<file path="config.mk">
export PLATFORM = sky130hd
export DESIGN_NAME = pms_monitor
export DESIGN_NICKNAME = d
export VERILOG_FILES = /design/src/pms_pkg.sv /design/src/pms_monitor.sv
export SDC_FILE = /design/constraint.sdc
export NUM_CORES = 2
export LEC_CHECK = 0
export ABC_AREA = 1
export BUFFER_PORTS_ARGS = -buffer_cell sky130_fd_sc_hd__buf_4
export CORE_MARGIN = 2
export CORE_UTILIZATION = 64
export CTS_CLUSTER_SIZE = 24
export DETAILED_ROUTE_END_ITERATION = 8
export PLACE_DENSITY_LB_ADDON = 0.08
export SLEW_MARGIN = 10
export SYNTH_ARGS = -nofsm -noshare
export SYNTH_HDL_FRONTEND = slang
export SYNTH_SLANG_ARGS = --single-unit
</file>
<file path="constraint.sdc">
create_clock -name aclk -period 9.4 [get_ports aclk]
set_clock_uncertainty 0.05 [all_clocks]
set_input_delay 0.47 -clock aclk [delete_from_list [all_inputs] [get_ports aclk]]
set_output_delay 0.47 -clock aclk [all_outputs]
set_load 0.02 [all_outputs]
</file>
<file path="src/pms_pkg.sv">
// Shared constants and types for the power monitor state and accumulate block
package pms_pkg;
	typedef enum logic [1:0] {
		PMS_SLEEP = 2'b00,
		PMS_WAKE  = 2'b01,
		PMS_INTEG = 2'b11,
		PMS_READ  = 2'b10
	} pms_state_e;

	// Clock and times
	localparam int CLK_MHZ     = 100;
	localparam int T_READ_NS   = 10000;
	localparam int T_SLEEP_NS  = 1000000;
	localparam int T_WAKE_NS   = 5000;
	localparam int T_CONV11_NS = 1000;
	localparam int T_CONV14_NS = 8000;
	localparam int READ_CYC    = (T_READ_NS * CLK_MHZ + 999) / 1000;
	localparam int SLEEP_CYC   = (T_SLEEP_NS * CLK_MHZ + 999) / 1000;
	localparam int WAKE_CYC    = (T_WAKE_NS * CLK_MHZ) / 1000;
	localparam int CONV11_CYC  = (T_CONV11_NS * CLK_MHZ + 999) / 1000;
	localparam int CONV14_CYC  = (T_CONV14_NS * CLK_MHZ + 999) / 1000;
	localparam int MAX_SAMPLES = 2048;

	// Register offsets
	localparam int          AXI_ADDR_W   = 8;
	localparam logic [7:0]  ADDR_CONTROL = 8'h00;
	localparam logic [7:0]  ADDR_GAIN    = 8'h04;
	localparam logic [7:0]  ADDR_STATUS  = 8'h08;
	localparam logic [7:0]  ADDR_PWR_RES = 8'h0c;
	localparam logic [7:0]  ADDR_SNS_RES = 8'h10;
	localparam logic [7:0]  ADDR_BUS_RES = 8'h14;
	localparam logic [7:0]  ADDR_DAC     = 8'h18;

	// Control fields
	localparam int CTL_OVR     = 0;
	localparam int CTL_INT_EN  = 1;
	localparam int CTL_SLEEP   = 2;
	localparam int CTL_MEAS_LO = 3;
	localparam int CTL_FSR_LO  = 5;
	localparam int CTL_SMPL_LO = 7;
	localparam int CTL_SRES14  = 11;
	localparam int CTL_BRES14  = 12;
	localparam int CTL_SFILT   = 13;
	localparam int CTL_BFILT   = 14;
	localparam logic [31:0] CTL_MASK = 32'h0000_7fff;
	localparam logic [31:0] CTL_RST  = 32'h0000_0000;

	// Gain fields
	localparam int GAIN_CUR_LO = 0;
	localparam int GAIN_VOL_LO = 3;
	localparam logic [31:0] GAIN_MASK = 32'h0000_003f;
	localparam logic [31:0] GAIN_RST  = 32'h0000_0000;

	// Measurement select and output range codes
	localparam logic [1:0] MEAS_POWER_PIN  = 2'h0;
	localparam logic [1:0] MEAS_SENSE_FREE = 2'h1;
	localparam logic [1:0] MEAS_BUS_FREE   = 2'h2;
	localparam logic [1:0] MEAS_POWER_FREE = 2'h3;
	localparam logic [1:0] FSR_3V0 = 2'h0;
	localparam logic [1:0] FSR_2V0 = 2'h1;
	localparam logic [1:0] FSR_1V5 = 2'h2;
	localparam logic [1:0] FSR_1V0 = 2'h3;

	localparam logic [1:0] RESP_OKAY   = 2'h0;
	localparam logic [1:0] RESP_SLVERR = 2'h2;
endpackage

</file>
<file path="src/pms_monitor.sv">
// Power monitor state control, accumulation, averaging and AXI4-Lite registers
// Contract
// - DAC takes top 10 result bits
// - Four selectable output full-scale ranges
// - Pin high without override means integrate
// - Override set: enable bit high integrates
// - Override set: enable bit low reads
// - Pin low for read time enters read
// - Read stops integration, starts timer, latches DAC
// - DAC updates at each calculation end (count target, read, free-run period), clears in sleep
// - Low beyond sleep time enters sleep
// - Sleep control bit forces sleep
// - Sleep clears results, drops bias
// - Sleep held until integrate commanded
// - Wake reaches integration within wake time
// - Power: sum products, divide by count
// - Power result drives DAC when selected
// - Result LSB is full scale over 1023*64
// - Current and voltage gains scale full scale
// - Results go to DAC and registers
// - Sense mode uses free-run integration
// - Sense: accumulate, average, gain, DAC
// - Period depends on type, resolution, filter, count
// - Two-bit select picks type and mode
// - Free-run latches, restarts, discards partial
// - Sample count capped at 2048
`timescale 1ns/1ps
module pms_monitor #(
	parameter int SAMPLE_W      = 16,
	parameter int READ_CYCLES   = pms_pkg::READ_CYC,
	parameter int SLEEP_CYCLES  = pms_pkg::SLEEP_CYC,
	parameter int WAKE_CYCLES   = pms_pkg::WAKE_CYC,
	parameter int CONV11_CYCLES = pms_pkg::CONV11_CYC,
	parameter int CONV14_CYCLES = pms_pkg::CONV14_CYC
) (
	// Clock and reset
	input  wire logic                  aclk,
	input  wire logic                  aresetn,
	// AXI4-Lite write
	input  wire logic [7:0]            s_axi_awaddr,
	input  wire logic                  s_axi_awvalid,
	output logic                       s_axi_awready,
	input  wire logic [31:0]           s_axi_wdata,
	input  wire logic [3:0]            s_axi_wstrb,
	input  wire logic                  s_axi_wvalid,
	output logic                       s_axi_wready,
	output logic [1:0]                 s_axi_bresp,
	output logic                       s_axi_bvalid,
	input  wire logic                  s_axi_bready,
	// AXI4-Lite read
	input  wire logic [7:0]            s_axi_araddr,
	input  wire logic                  s_axi_arvalid,
	output logic                       s_axi_arready,
	output logic [31:0]                s_axi_rdata,
	output logic [1:0]                 s_axi_rresp,
	output logic                       s_axi_rvalid,
	input  wire logic                  s_axi_rready,
	// Host control pin
	input  wire logic                  read_int_pin,
	// Converter samples
	input  wire logic [SAMPLE_W-1:0]   bus_sample,
	input  wire logic [SAMPLE_W-1:0]   sense_sample,
	// Output DAC and power control
	output logic [9:0]                 dac_code,
	output logic [1:0]                 out_range,
	output logic                       bias_enable,
	output logic                       low_power,
	output logic                       integrating
);
	localparam int SW    = SAMPLE_W;
	localparam int CNT_W = 12;
	localparam int ACC_W = 2 * SW + CNT_W;
	localparam int DC_W  = $clog2(ACC_W + 1);
	localparam int TW    = 20;

	if (SW < 10 || SW > 24 || SLEEP_CYCLES >= (1 << (TW - 1)) || READ_CYCLES < 1
		|| WAKE_CYCLES < 1 || CONV11_CYCLES < 1 || CONV14_CYCLES < 1) begin : g_bad_param
		$error("pms_monitor: unsupported parameter value");
	end

	typedef struct packed {
		pms_pkg::pms_state_e pst;
		logic [31:0]         control;
		logic [31:0]         gain;
		logic [TW-1:0]       tmr;
		logic [TW-1:0]       low_cnt;
		logic [TW-1:0]       conv;
		logic [ACC_W-1:0]    acc;
		logic [CNT_W-1:0]    cnt;
		logic                busy;
		logic                hold;
		logic [CNT_W-1:0]    rem;
		logic [DC_W-1:0]     dcnt;
		logic [SW-1:0]       res_pwr;
		logic [SW-1:0]       res_sns;
		logic [SW-1:0]       res_bus;
		logic [9:0]          dac;
		logic                bias_en;
		logic                low_pwr;
		logic                integ;
		logic                awready;
		logic                wready;
		logic [7:0]          awaddr;
		logic [31:0]         wdata;
		logic [3:0]          wstrb;
		logic                bvalid;
		logic [1:0]          bresp;
		logic                arready;
		logic                rvalid;
		logic [31:0]         rdata;
		logic [1:0]          rresp;
	} pms_s;

	pms_s s;
	pms_s n;

	logic                ovr;
	logic                sleep_bit;
	logic                ctl;
	logic [1:0]          meas;
	logic                free_run;
	logic [3:0]          smpl_code;
	logic [2:0]          cur_gain;
	logic [2:0]          vol_gain;
	logic [TW-1:0]       sconv;
	logic [TW-1:0]       bconv;
	logic [TW-1:0]       tick_len;
	logic [CNT_W-1:0]    tgt;
	logic [2*SW-1:0]     prod;
	logic [ACC_W-1:0]    add_v;
	logic                go_sleep;
	logic                restart;
	logic                start_calc;
	logic [CNT_W:0]      rem_sh;
	logic [ACC_W-1:0]    quo;
	logic [SW-1:0]       result;
	logic [7:0]          wa;
	logic [7:0]          ra;

	// Saturating digital gain as a left shift
	function automatic logic [SW-1:0] pms_sat(input logic [SW-1:0] v, input logic [3:0] sh);
		logic [SW+14:0] e;
		e = {15'h0, v} << sh;
		if (|e[SW+14:SW]) begin
			return '1;
		end
		return e[SW-1:0];
	endfunction

	// Byte-lane merge
	function automatic logic [31:0] pms_merge(input logic [31:0] old, input logic [31:0] d,
		input logic [3:0] st, input logic [31:0] mask);
		logic [31:0] r;
		r = old;
		for (int i = 0; i < 4; i++) begin
			if (st[i]) begin
				r[8*i +: 8] = d[8*i +: 8];
			end
		end
		return r & mask;
	endfunction

	always_comb begin
		n = s;
		go_sleep = 1'b0;
		restart = 1'b0;
		start_calc = 1'b0;
		ovr = s.control[pms_pkg::CTL_OVR];
		sleep_bit = s.control[pms_pkg::CTL_SLEEP];
		meas = s.control[pms_pkg::CTL_MEAS_LO +: 2];
		smpl_code = s.control[pms_pkg::CTL_SMPL_LO +: 4];
		cur_gain = s.gain[pms_pkg::GAIN_CUR_LO +: 3];
		vol_gain = s.gain[pms_pkg::GAIN_VOL_LO +: 3];
		// pin level or enable bit under override
		ctl = ovr ? s.control[pms_pkg::CTL_INT_EN] : read_int_pin;
		// sense and other non-default codes run free
		free_run = (meas != pms_pkg::MEAS_POWER_PIN);

		// conversion time per resolution and filter
		sconv = s.control[pms_pkg::CTL_SRES14] ? TW'(CONV14_CYCLES) : TW'(CONV11_CYCLES);
		if (s.control[pms_pkg::CTL_SFILT]) begin
			sconv = sconv + (sconv >> 1);
		end
		bconv = s.control[pms_pkg::CTL_BRES14] ? TW'(CONV14_CYCLES) : TW'(CONV11_CYCLES);
		if (s.control[pms_pkg::CTL_BFILT]) begin
			bconv = bconv + (bconv >> 1);
		end
		case (meas)
			pms_pkg::MEAS_SENSE_FREE: tick_len = sconv;
			pms_pkg::MEAS_BUS_FREE:   tick_len = bconv;
			default:                  tick_len = sconv + bconv;
		endcase
		if (!free_run || smpl_code >= 4'hb) begin
			tgt = CNT_W'(pms_pkg::MAX_SAMPLES);
		end else begin
			tgt = CNT_W'(1) << smpl_code;
		end

		prod = bus_sample * sense_sample;
		case (meas)
			pms_pkg::MEAS_SENSE_FREE: add_v = ACC_W'(sense_sample);
			pms_pkg::MEAS_BUS_FREE:   add_v = ACC_W'(bus_sample);
			default:                  add_v = ACC_W'(prod);
		endcase

		// Low time of the control level
		if (ctl) begin
			n.low_cnt = '0;
		end else if (s.low_cnt != '1) begin
			n.low_cnt = s.low_cnt + 1'b1;
		end

		case (s.pst)
			pms_pkg::PMS_SLEEP: begin
				if (ctl && !sleep_bit) begin
					n.pst = pms_pkg::PMS_WAKE;
					n.tmr = '0;
				end
			end
			pms_pkg::PMS_WAKE: begin
				if (!ctl || sleep_bit) begin
					go_sleep = 1'b1;
				end else if (s.tmr >= TW'(WAKE_CYCLES - 1)) begin
					n.pst = pms_pkg::PMS_INTEG;
					restart = 1'b1;
				end else begin
					n.tmr = s.tmr + 1'b1;
				end
			end
			pms_pkg::PMS_INTEG: begin
				if (sleep_bit) begin
					go_sleep = 1'b1;
				end else if (!ctl && (ovr || s.low_cnt >= TW'(READ_CYCLES - 1))) begin
					n.pst = pms_pkg::PMS_READ;
					if (free_run) begin
						if (!s.busy) begin
							restart = 1'b1;
						end
					end else if (!s.busy && !s.hold && s.cnt != '0) begin
						start_calc = 1'b1;
					end
				end else if (ctl && !s.busy && !s.hold) begin
					if (s.conv >= tick_len - 1'b1) begin
						n.conv = '0;
						n.acc = s.acc + add_v;
						n.cnt = s.cnt + 1'b1;
						if (n.cnt >= tgt) begin
							start_calc = 1'b1;
						end
					end else begin
						n.conv = s.conv + 1'b1;
					end
				end
			end
			pms_pkg::PMS_READ: begin
				if (sleep_bit || s.low_cnt >= TW'(SLEEP_CYCLES - 1)) begin
					go_sleep = 1'b1;
				end else if (ctl && !s.busy) begin
					n.pst = pms_pkg::PMS_INTEG;
					restart = 1'b1;
				end
			end
			default: n.pst = pms_pkg::PMS_SLEEP;
		endcase

		rem_sh = {s.rem, s.acc[ACC_W-1]};
		quo = {s.acc[ACC_W-2:0], 1'b0};
		if (rem_sh >= {1'b0, s.cnt}) begin
			rem_sh = rem_sh - {1'b0, s.cnt};
			quo[0] = 1'b1;
		end
		case (meas)
			pms_pkg::MEAS_SENSE_FREE: result = pms_sat(quo[SW-1:0], {1'b0, cur_gain});
			pms_pkg::MEAS_BUS_FREE:   result = pms_sat(quo[SW-1:0], {1'b0, vol_gain});
			default: result = pms_sat(quo[2*SW-1:SW], 4'(cur_gain) + 4'(vol_gain));
		endcase
		if (s.busy) begin
			n.acc = quo;
			n.rem = rem_sh[CNT_W-1:0];
			if (s.dcnt == DC_W'(ACC_W - 1)) begin
				n.busy = 1'b0;
				// result and DAC in one edge
				case (meas)
					pms_pkg::MEAS_SENSE_FREE: n.res_sns = result;
					pms_pkg::MEAS_BUS_FREE:   n.res_bus = result;
					default:                  n.res_pwr = result;
				endcase
				n.dac = result[SW-1 -: 10];
				if (free_run) begin
					restart = 1'b1;
				end else begin
					n.hold = (s.pst == pms_pkg::PMS_INTEG);
				end
			end else begin
				n.dcnt = s.dcnt + 1'b1;
			end
		end
		if (start_calc) begin
			n.busy = 1'b1;
			n.dcnt = '0;
			n.rem = '0;
		end
		if (restart) begin
			n.acc = '0;
			n.cnt = '0;
			n.conv = '0;
			n.hold = 1'b0;
		end
		if (go_sleep) begin
			n.pst = pms_pkg::PMS_SLEEP;
			n.acc = '0;
			n.cnt = '0;
			n.conv = '0;
			n.busy = 1'b0;
			n.hold = 1'b0;
			n.res_pwr = '0;
			n.res_sns = '0;
			n.res_bus = '0;
			n.dac = '0;
		end
		n.bias_en = (n.pst != pms_pkg::PMS_SLEEP);
		n.low_pwr = (n.pst == pms_pkg::PMS_READ);
		n.integ = (n.pst == pms_pkg::PMS_INTEG) && !n.busy && !n.hold;

		// AXI write channel
		wa = {s.awaddr[7:2], 2'b00};
		if (s.awready && s_axi_awvalid) begin
			n.awready = 1'b0;
			n.awaddr = s_axi_awaddr;
		end
		if (s.wready && s_axi_wvalid) begin
			n.wready = 1'b0;
			n.wdata = s_axi_wdata;
			n.wstrb = s_axi_wstrb;
		end
		if (!s.awready && !s.wready && !s.bvalid) begin
			n.bvalid = 1'b1;
			n.bresp = pms_pkg::RESP_OKAY;
			case (wa)
				pms_pkg::ADDR_CONTROL: n.control = pms_merge(s.control, s.wdata, s.wstrb,
					pms_pkg::CTL_MASK);
				pms_pkg::ADDR_GAIN: n.gain = pms_merge(s.gain, s.wdata, s.wstrb,
					pms_pkg::GAIN_MASK);
				pms_pkg::ADDR_STATUS, pms_pkg::ADDR_PWR_RES, pms_pkg::ADDR_SNS_RES,
				pms_pkg::ADDR_BUS_RES, pms_pkg::ADDR_DAC: n.bresp = pms_pkg::RESP_OKAY;
				default: n.bresp = pms_pkg::RESP_SLVERR;
			endcase
		end
		if (s.bvalid && s_axi_bready) begin
			n.bvalid = 1'b0;
			n.awready = 1'b1;
			n.wready = 1'b1;
		end

		// AXI read channel
		ra = {s_axi_araddr[7:2], 2'b00};
		if (s.arready && s_axi_arvalid) begin
			n.arready = 1'b0;
			n.rvalid = 1'b1;
			n.rresp = pms_pkg::RESP_OKAY;
			case (ra)
				pms_pkg::ADDR_CONTROL: n.rdata = s.control;
				pms_pkg::ADDR_GAIN:    n.rdata = s.gain;
				pms_pkg::ADDR_STATUS:  n.rdata = {16'h0, s.cnt, s.hold, s.busy, s.pst};
				pms_pkg::ADDR_PWR_RES: n.rdata = 32'(s.res_pwr);
				pms_pkg::ADDR_SNS_RES: n.rdata = 32'(s.res_sns);
				pms_pkg::ADDR_BUS_RES: n.rdata = 32'(s.res_bus);
				pms_pkg::ADDR_DAC:     n.rdata = {22'h0, s.dac};
				default: begin
					n.rdata = 32'h0;
					n.rresp = pms_pkg::RESP_SLVERR;
				end
			endcase
		end
		if (s.rvalid && s_axi_rready) begin
			n.rvalid = 1'b0;
			n.arready = 1'b1;
		end

		if (!aresetn) begin
			n = '0;
			n.pst = pms_pkg::PMS_SLEEP;
			n.control = pms_pkg::CTL_RST;
			n.gain = pms_pkg::GAIN_RST;
			n.awready = 1'b1;
			n.wready = 1'b1;
			n.arready = 1'b1;
		end
	end

	always_ff @(posedge aclk) begin
		s <= n;
	end

	assign s_axi_awready = s.awready;
	assign s_axi_wready  = s.wready;
	assign s_axi_bresp   = s.bresp;
	assign s_axi_bvalid  = s.bvalid;
	assign s_axi_arready = s.arready;
	assign s_axi_rdata   = s.rdata;
	assign s_axi_rresp   = s.rresp;
	assign s_axi_rvalid  = s.rvalid;
	assign dac_code      = s.dac;
	assign out_range     = s.control[pms_pkg::CTL_FSR_LO +: 2];
	assign bias_enable   = s.bias_en;
	assign low_power     = s.low_pwr;
	assign integrating   = s.integ;
endmodule

</file>
After elaboration in Yosys (flattened, before gate mapping)
Cells that the tools add are included.
{"block": "word_totals", "regBits": 286, "inputBits": 92, "out_inout_bits": 56, "wordCells": 230}
{"block": "op_classes", "add_sub_neg": 12, "mul": 1, "magnitude_cmp": 7, "eq_ne": 26, "shifts": 4, "muxes": 81, "bitwise_logic": 5, "reduce_logical": 63}
{"operator": "56-bit 2-to-1 mux", "count": 5}
{"operator": "16-bit 2-to-1 mux", "count": 9}
{"operator": "20-bit 2-to-1 mux", "count": 6}
{"operator": "16-bit one-hot mux with 7 select lines", "count": 1}
{"operator": "20-bit one-hot mux with 2 select lines", "count": 2}
{"operator": "78-bit 2-to-1 mux", "count": 1}
{"operator": "32-bit one-hot mux with 2 select lines", "count": 1}
{"operator": "16-bit by 3-bit << shifter with 31-bit output", "count": 2}
{"operator": "20-bit by 1-bit adder with 20-bit output (second input constant)", "count": 3}
{"operator": "58-bit 2-to-1 mux", "count": 1}
{"operator": "15-bit OR reduction", "count": 3}
{"operator": "44-bit adder", "count": 1}
{"operator": "44-bit 2-to-1 mux", "count": 1}
{"operator": "6-bit by 3-bit == test with 1-bit output (second input constant)", "count": 6}
{"operator": "1-bit 2-to-1 mux", "count": 33}
{"operator": "16-bit by 16-bit multiplier with 32-bit output", "count": 1}
{"operator": "16-bit one-hot mux with 2 select lines", "count": 1}
{"operator": "16-bit by 4-bit << shifter with 31-bit output", "count": 1}
{"operator": "6-bit by 2-bit == test with 1-bit output (second input constant)", "count": 4}
{"operator": "12-bit 2-to-1 mux", "count": 2}
{"operator": "2-bit 2-to-1 mux", "count": 12}
{"operator": "10-bit by 9-bit adder with 11-bit output", "count": 2}
{"operator": "20-bit adder", "count": 1}
{"operator": "20-bit by 10-bit greater-or-equal comparator with 1-bit output (second input constant)", "count": 1}
{"operator": "37 further kinds", "count": 99}

Depth between registers and ports, before layout
{"block": "logic_depth", "ltp_word": 17, "mapped_depth": 42, "depth_no_buf": 40}

Worst setup path before layout
OpenSTA, ideal clock, no wires.
{"block": "synth_path", "kind": "input-to-reg", "startpoint": "input port bus_sample[0]", "endpoint": "register s (netlist bit quo[34])", "setup_ns": 0.070, "t_arrival_ns": 7.285, "required_time_ns": 9.280, "slack_ns": 1.996, "cell_stages": 33, "n_path_buf": 2, "path_cell_list": "clkbuf_1 clkbuf_1 nand2_1 fa_1 fa_1 inv_1 fa_1 fa_1 fa_1 inv_1 fa_1 inv_1 ha_1 a21oi_1 o21a_1 o21ai_0 a21oi_1 o21ai_0 a21o_1 o21ai_0 a21oi_1 ha_1 nand2_1 nor2_1 inv_1 nor2_1 inv_1 nor3_1 nand3_1 nand3_1 or2_2 nand3_1 a21oi_1"}
{"block": "synth_between", "elab_chain_len": 9}
{"element": "start, declared", "line": "pms_monitor.sv:61", "text": "input wire logic [SAMPLE_W-1:0] bus_sample,"}
{"element": "16-bit by 16-bit multiplier with 32-bit output", "line": "pms_monitor.sv:199", "text": "prod = bus_sample * sense_sample;"}
{"element": "32-bit one-hot mux with 2 select lines (*)", "line": "pms_monitor.sv:200", "text": "case (meas)"}
{"element": "44-bit adder (*)", "line": "pms_monitor.sv:245", "text": "n.acc = s.acc + add_v;"}
{"element": "56-bit 2-to-1 mux (*)", "line": "pms_monitor.sv:243", "text": "if (s.conv >= tick_len - 1'b1) begin"}
{"element": "56-bit 2-to-1 mux (*)", "line": "pms_monitor.sv:242", "text": "end else if (ctl && !s.busy && !s.hold) begin"}
{"element": "56-bit 2-to-1 mux (*)", "line": "pms_monitor.sv:233", "text": "end else if (!ctl && (ovr || s.low_cnt >= TW'(READ_CYCLES - 1))) begin"}
{"element": "56-bit 2-to-1 mux (*)", "line": "pms_monitor.sv:231", "text": "if (sleep_bit) begin"}
{"element": "56-bit 2-to-1 mux (*)", "line": "pms_monitor.sv:213", "text": "case (s.pst)"}
{"element": "44-bit 2-to-1 mux (*)", "line": "pms_monitor.sv:277", "text": "if (s.busy) begin"}
{"element": "end signal, assigned", "line": "pms_monitor.sv:392", "text": "s <= n;"}
{"element": "end, declared", "line": "pms_monitor.sv:114", "text": "pms_s s;"}
Mark *: on every way between the ends. The rest lies on a longest branch, timed or not. The select of a mux whose other input is x is not followed.
A chain may end at the register's enable or synchronous reset.

Final worst setup path
{"block": "layout_path", "startpoint": "input port bus_sample[5]", "endpoint": "register s (netlist bit quo[38])"}
The elaborated chain is that of the path after synthesis.

==> impl_metrics.json <==
{
  "route.detailed.drc": 0,
  "syn-cell-area_mm2": 0.0284,
  "critical_path_class": "input port to flop",
  "place.port_buffers": 106,
  "rows": 77,
  "synth_common_cells": "999 x nand2_1, 703 x inv_1, 349 x nor2_1",
  "tritoncts.num_buffers": 28,
  "ir_worst_vdd_mv": 0.416,
  "ctsHtreeMaxLevel": 1,
  "synth.yosys.seq_area_share_pct": 18.7,
  "die_area_mm2": 0.0461,
  "route.detailed.wl_per_inst_um": 16.7,
  "drt-total-wl_um": 80100,
  "static-leakage-power_nw": 14.5,
  "initialDrtViolationCount": 2063,
  "grt_first_pass_wirelength_um": 131000,
  "clock_latency_ns": 0.58,
  "timing.critical_path.slowest_stage_cell": "fa_1",
  "netlist-cell-type-count": 65,
  "min_period_over_period_pct": 79.2,
  "layout.cell_area.non_filler_mm2": 0.0299,
  "worstPathRequired_ns": 9.84,
  "rsz0062_at_grt": "false",
  "max-cap-violations": 0,
  "cts.path.max_buffers": 3,
  "hp-start": "s_axi_rready",
  "dp.final_hpwl_um": 61900,
  "chipWidth_um": 215,
  "synth_top_flop_cell": "dfxtp_1",
  "worst_r2r_endpoint": "s[163]",
  "worst_ep_arrival_time_ns": 7.88,
  "finalWeightedCongestion": 0.953,
  "io-pin-count": 148,
  "antenna_left": 0,
  "cts-hold-fix-buffers": 0,
  "fin_cells": 4797,
  "holdPathStages": 3,
  "outcome": "finished, final reports clean",
  "drive_gt1_share_pct": 7.45,
  "drt-pass1-iter-count": 6,
  "max_slew_margin_pct": 25.6,
  "tightestPinTransition_ns": 1.12,
  "min_delay_endpoint": "s_axi_arready",
  "tritoncts_num_sinks": 266,
  "via_count_of_the_routed_design": 27241,
  "finalHoldViolCount": 0,
  "initial_utilization_pct": 64.5,
  "synth_warnings": 0,
  "yosys.cell_count.top_type": "nand2_1",
  "max_stage_delay_ns": 0.56,
  "netlist.top_cell.by_area": "dfxtp_1",
  "worstSetupStartpointType": "input port",
  "setup-violations-final": 0,
  "clk_pin_slew_worst_paths_ns": 0.06,
  "globalRouteOverflowTotal": 0,
  "dp_cells": 4744,
  "postCtsSetupBuffers": 0,
  "hold_path_class": "input port to flop",
  "max_freq_ghz": 0.134,
  "reg2reg_from": "s[328]",
  "synth_top_area_cells": "dfxtp_1 19%, fa_1 14%, nand2_1 13%, inv_1 9.3%, ha_1 8.8%",
  "avgViaCountPerCell": 5.68,
  "nFillCells": 4061,
  "core_area_mm2": 0.0440,
  "die_h_um": 215,
  "r2r_cells": 24,
  "synth_top_area_share_pct": 18.7,
  "clk_root_buffer_cell": "clkbuf_16",
  "cts.repair.resized": 0,
  "async_reset_ff_share_pct": 0,
  "synth_edf_count": 0,
  "finalSetupTns_ns": 0,
  "total_global_route_track_usage_pct": 34.7,
  "first_global_vias": 25900,
  "reg_to_reg_slack_setup_ns": 4.03,
  "layout.nets": 4671,
  "area_delta_synth_final_pct": 5.25,
  "synthesis.instances": 4244,
  "place_area_mm2": 0.0289,
  "grt_max_degree": 64,
  "crit_path_max_fo": 17,
  "crit_start": "bus_sample[5]",
  "syn_avg_cell_area_um2": 6.70,
  "ys_ff_latch": 266,
  "post_route_minimum_period_ns": 7.44,
  "p_per_area_mw_per_mm2": 321,
  "drv_slew": 0,
  "grt_antenna_before_repair": 2,
  "tritoncts": "done",
  "setup.worst_path.end_class": "flop"
}
[stage by stage]
stage / util [%] / power (mW) / setup slack [ns] / hold slack, ns
2_1_floorplan: - / 6.62 / 2.00 / 0.368
3_3_place_gp: 65.7 / 8.23 / 1.52 / 0.376
3_5_place_dp: 65.7 / 8.27 / 1.50 / 0.379
4_1_cts: 67.9 / 9.51 / 2.08 / 0.0677
5_1_grt: 67.9 / 10.6 / 1.46 / 0.0925
6_report: 67.9 / 9.59 / 1.96 / 0.0817
[per-layer routing]
layer  up-vias  global-route usage, %  wire [um]  share of wire, %
met2       859                   59.8      38400                48
met5         -                      0         13             0.016
met3       184                   3.95       5310               6.6
met4         2                   12.6       3100               3.9
li1      13301                      -          -                 -
met1     12895                   44.9      33300                42
[final cells by class]
class | count | area [um^2] | share of cell area (%)
multi-input cells | 3028 | 19200 | 64.0
flip-flops and latches | 266 | 5330 | 17.8
clock inverters | 14 | 198 | 0.661
diodes | 1 | 2.50 | 0.00837
repair buffers | 124 | 931 | 3.11
well taps | 592 | 741 | 2.48
inverters | 734 | 2760 | 9.22
clock buffers | 38 | 798 | 2.67
[cells in the final DEF, fill, tap and decap left out, types with 7 or more instances in the layout]
cell type,synthesis,final
o21ai_0,282,282
o21bai_1,16,16
nand3b_1,7,7
a221o_1,7,7
dfxtp_1,266,266
nand3_1,158,158
o22ai_1,27,27
a221oi_1,11,11
nand2_1,999,999
buf_4,69,124
a21o_1,9,9
a21oi_1,295,295
ha_1,199,199
nand4_1,45,45
nand2_2,17,17
a21oi_2,16,16
conb_1,1,18
inv_2,26,28
fa_1,198,198
inv_1,703,701
clkbuf_16,0,28
a31oi_1,23,23
or2_2,10,10
xnor2_1,28,28
mux2i_1,11,11
nor2_2,16,16
nand3_2,10,10
nor4_1,16,16
nor2_1,349,349
xor2_1,42,42
o211ai_1,11,11
o21ai_1,49,49
a22oi_1,15,15
nor2_4,8,8
o21ai_2,12,12
o21a_1,8,8
nor3_1,57,57
[how the worst max path moves through the flow]
stage | slack [ns] | endpoint | depth (start not counted)
global placement | 1.52 | quo[42] | 33
floorplan | 2.00 | quo[34] | 33
global route | 1.46 | s[221] | 36
detailed placement | 1.50 | quo[42] | 33
CTS | 2.08 | quo[42] | 33
finish | 1.96 | quo[38] | 33
[where the power goes]
group          switching (mW)  total (mW)  internal [mW]  leakage (nW)
clock network           0.494        1.20          0.708         0.485
registers              0.0102        1.15           1.14          2.15
logic                    4.74        7.24           2.49          11.9
total                    5.25        9.59           4.34          14.5
[cell families after synthesis]
logic type | count (synthesis) | share of synthesized area (%)
AOI/OAI and AO/OA | 816 | 16.2
xor gates and xnor gates | 71 | 2.21
adders and majority gates | 397 | 22.7
buffers and inverters | 967 | 14.1
DFF | 266 | 18.7
muxes | 11 | 0.388
other | 1 | 0.0132
and+or+nand+nor | 1715 | 25.6
[worst max-delay path: cells and delay by family]
| family | cells | cell delay [ns] |
|---|---|---|
| adder cells (fa/ha/maj) | 8 | 3.83 |
| AND/OR/NAND/NOR | 7 | 0.99 |
| AO/OA/AOI/OAI | 11 | 2.02 |
| buffers and inverters | 7 | 0.57 |
[state kept, by name (all words and copies together) (netlist names), 2 cells and up]
name         flops
meas             2
quo             43
s              179
cur_gain         3
out_range        2
dac_code        10
s_axi_rdata     16
Note: power is estimated with default switching activity, not from simulation.
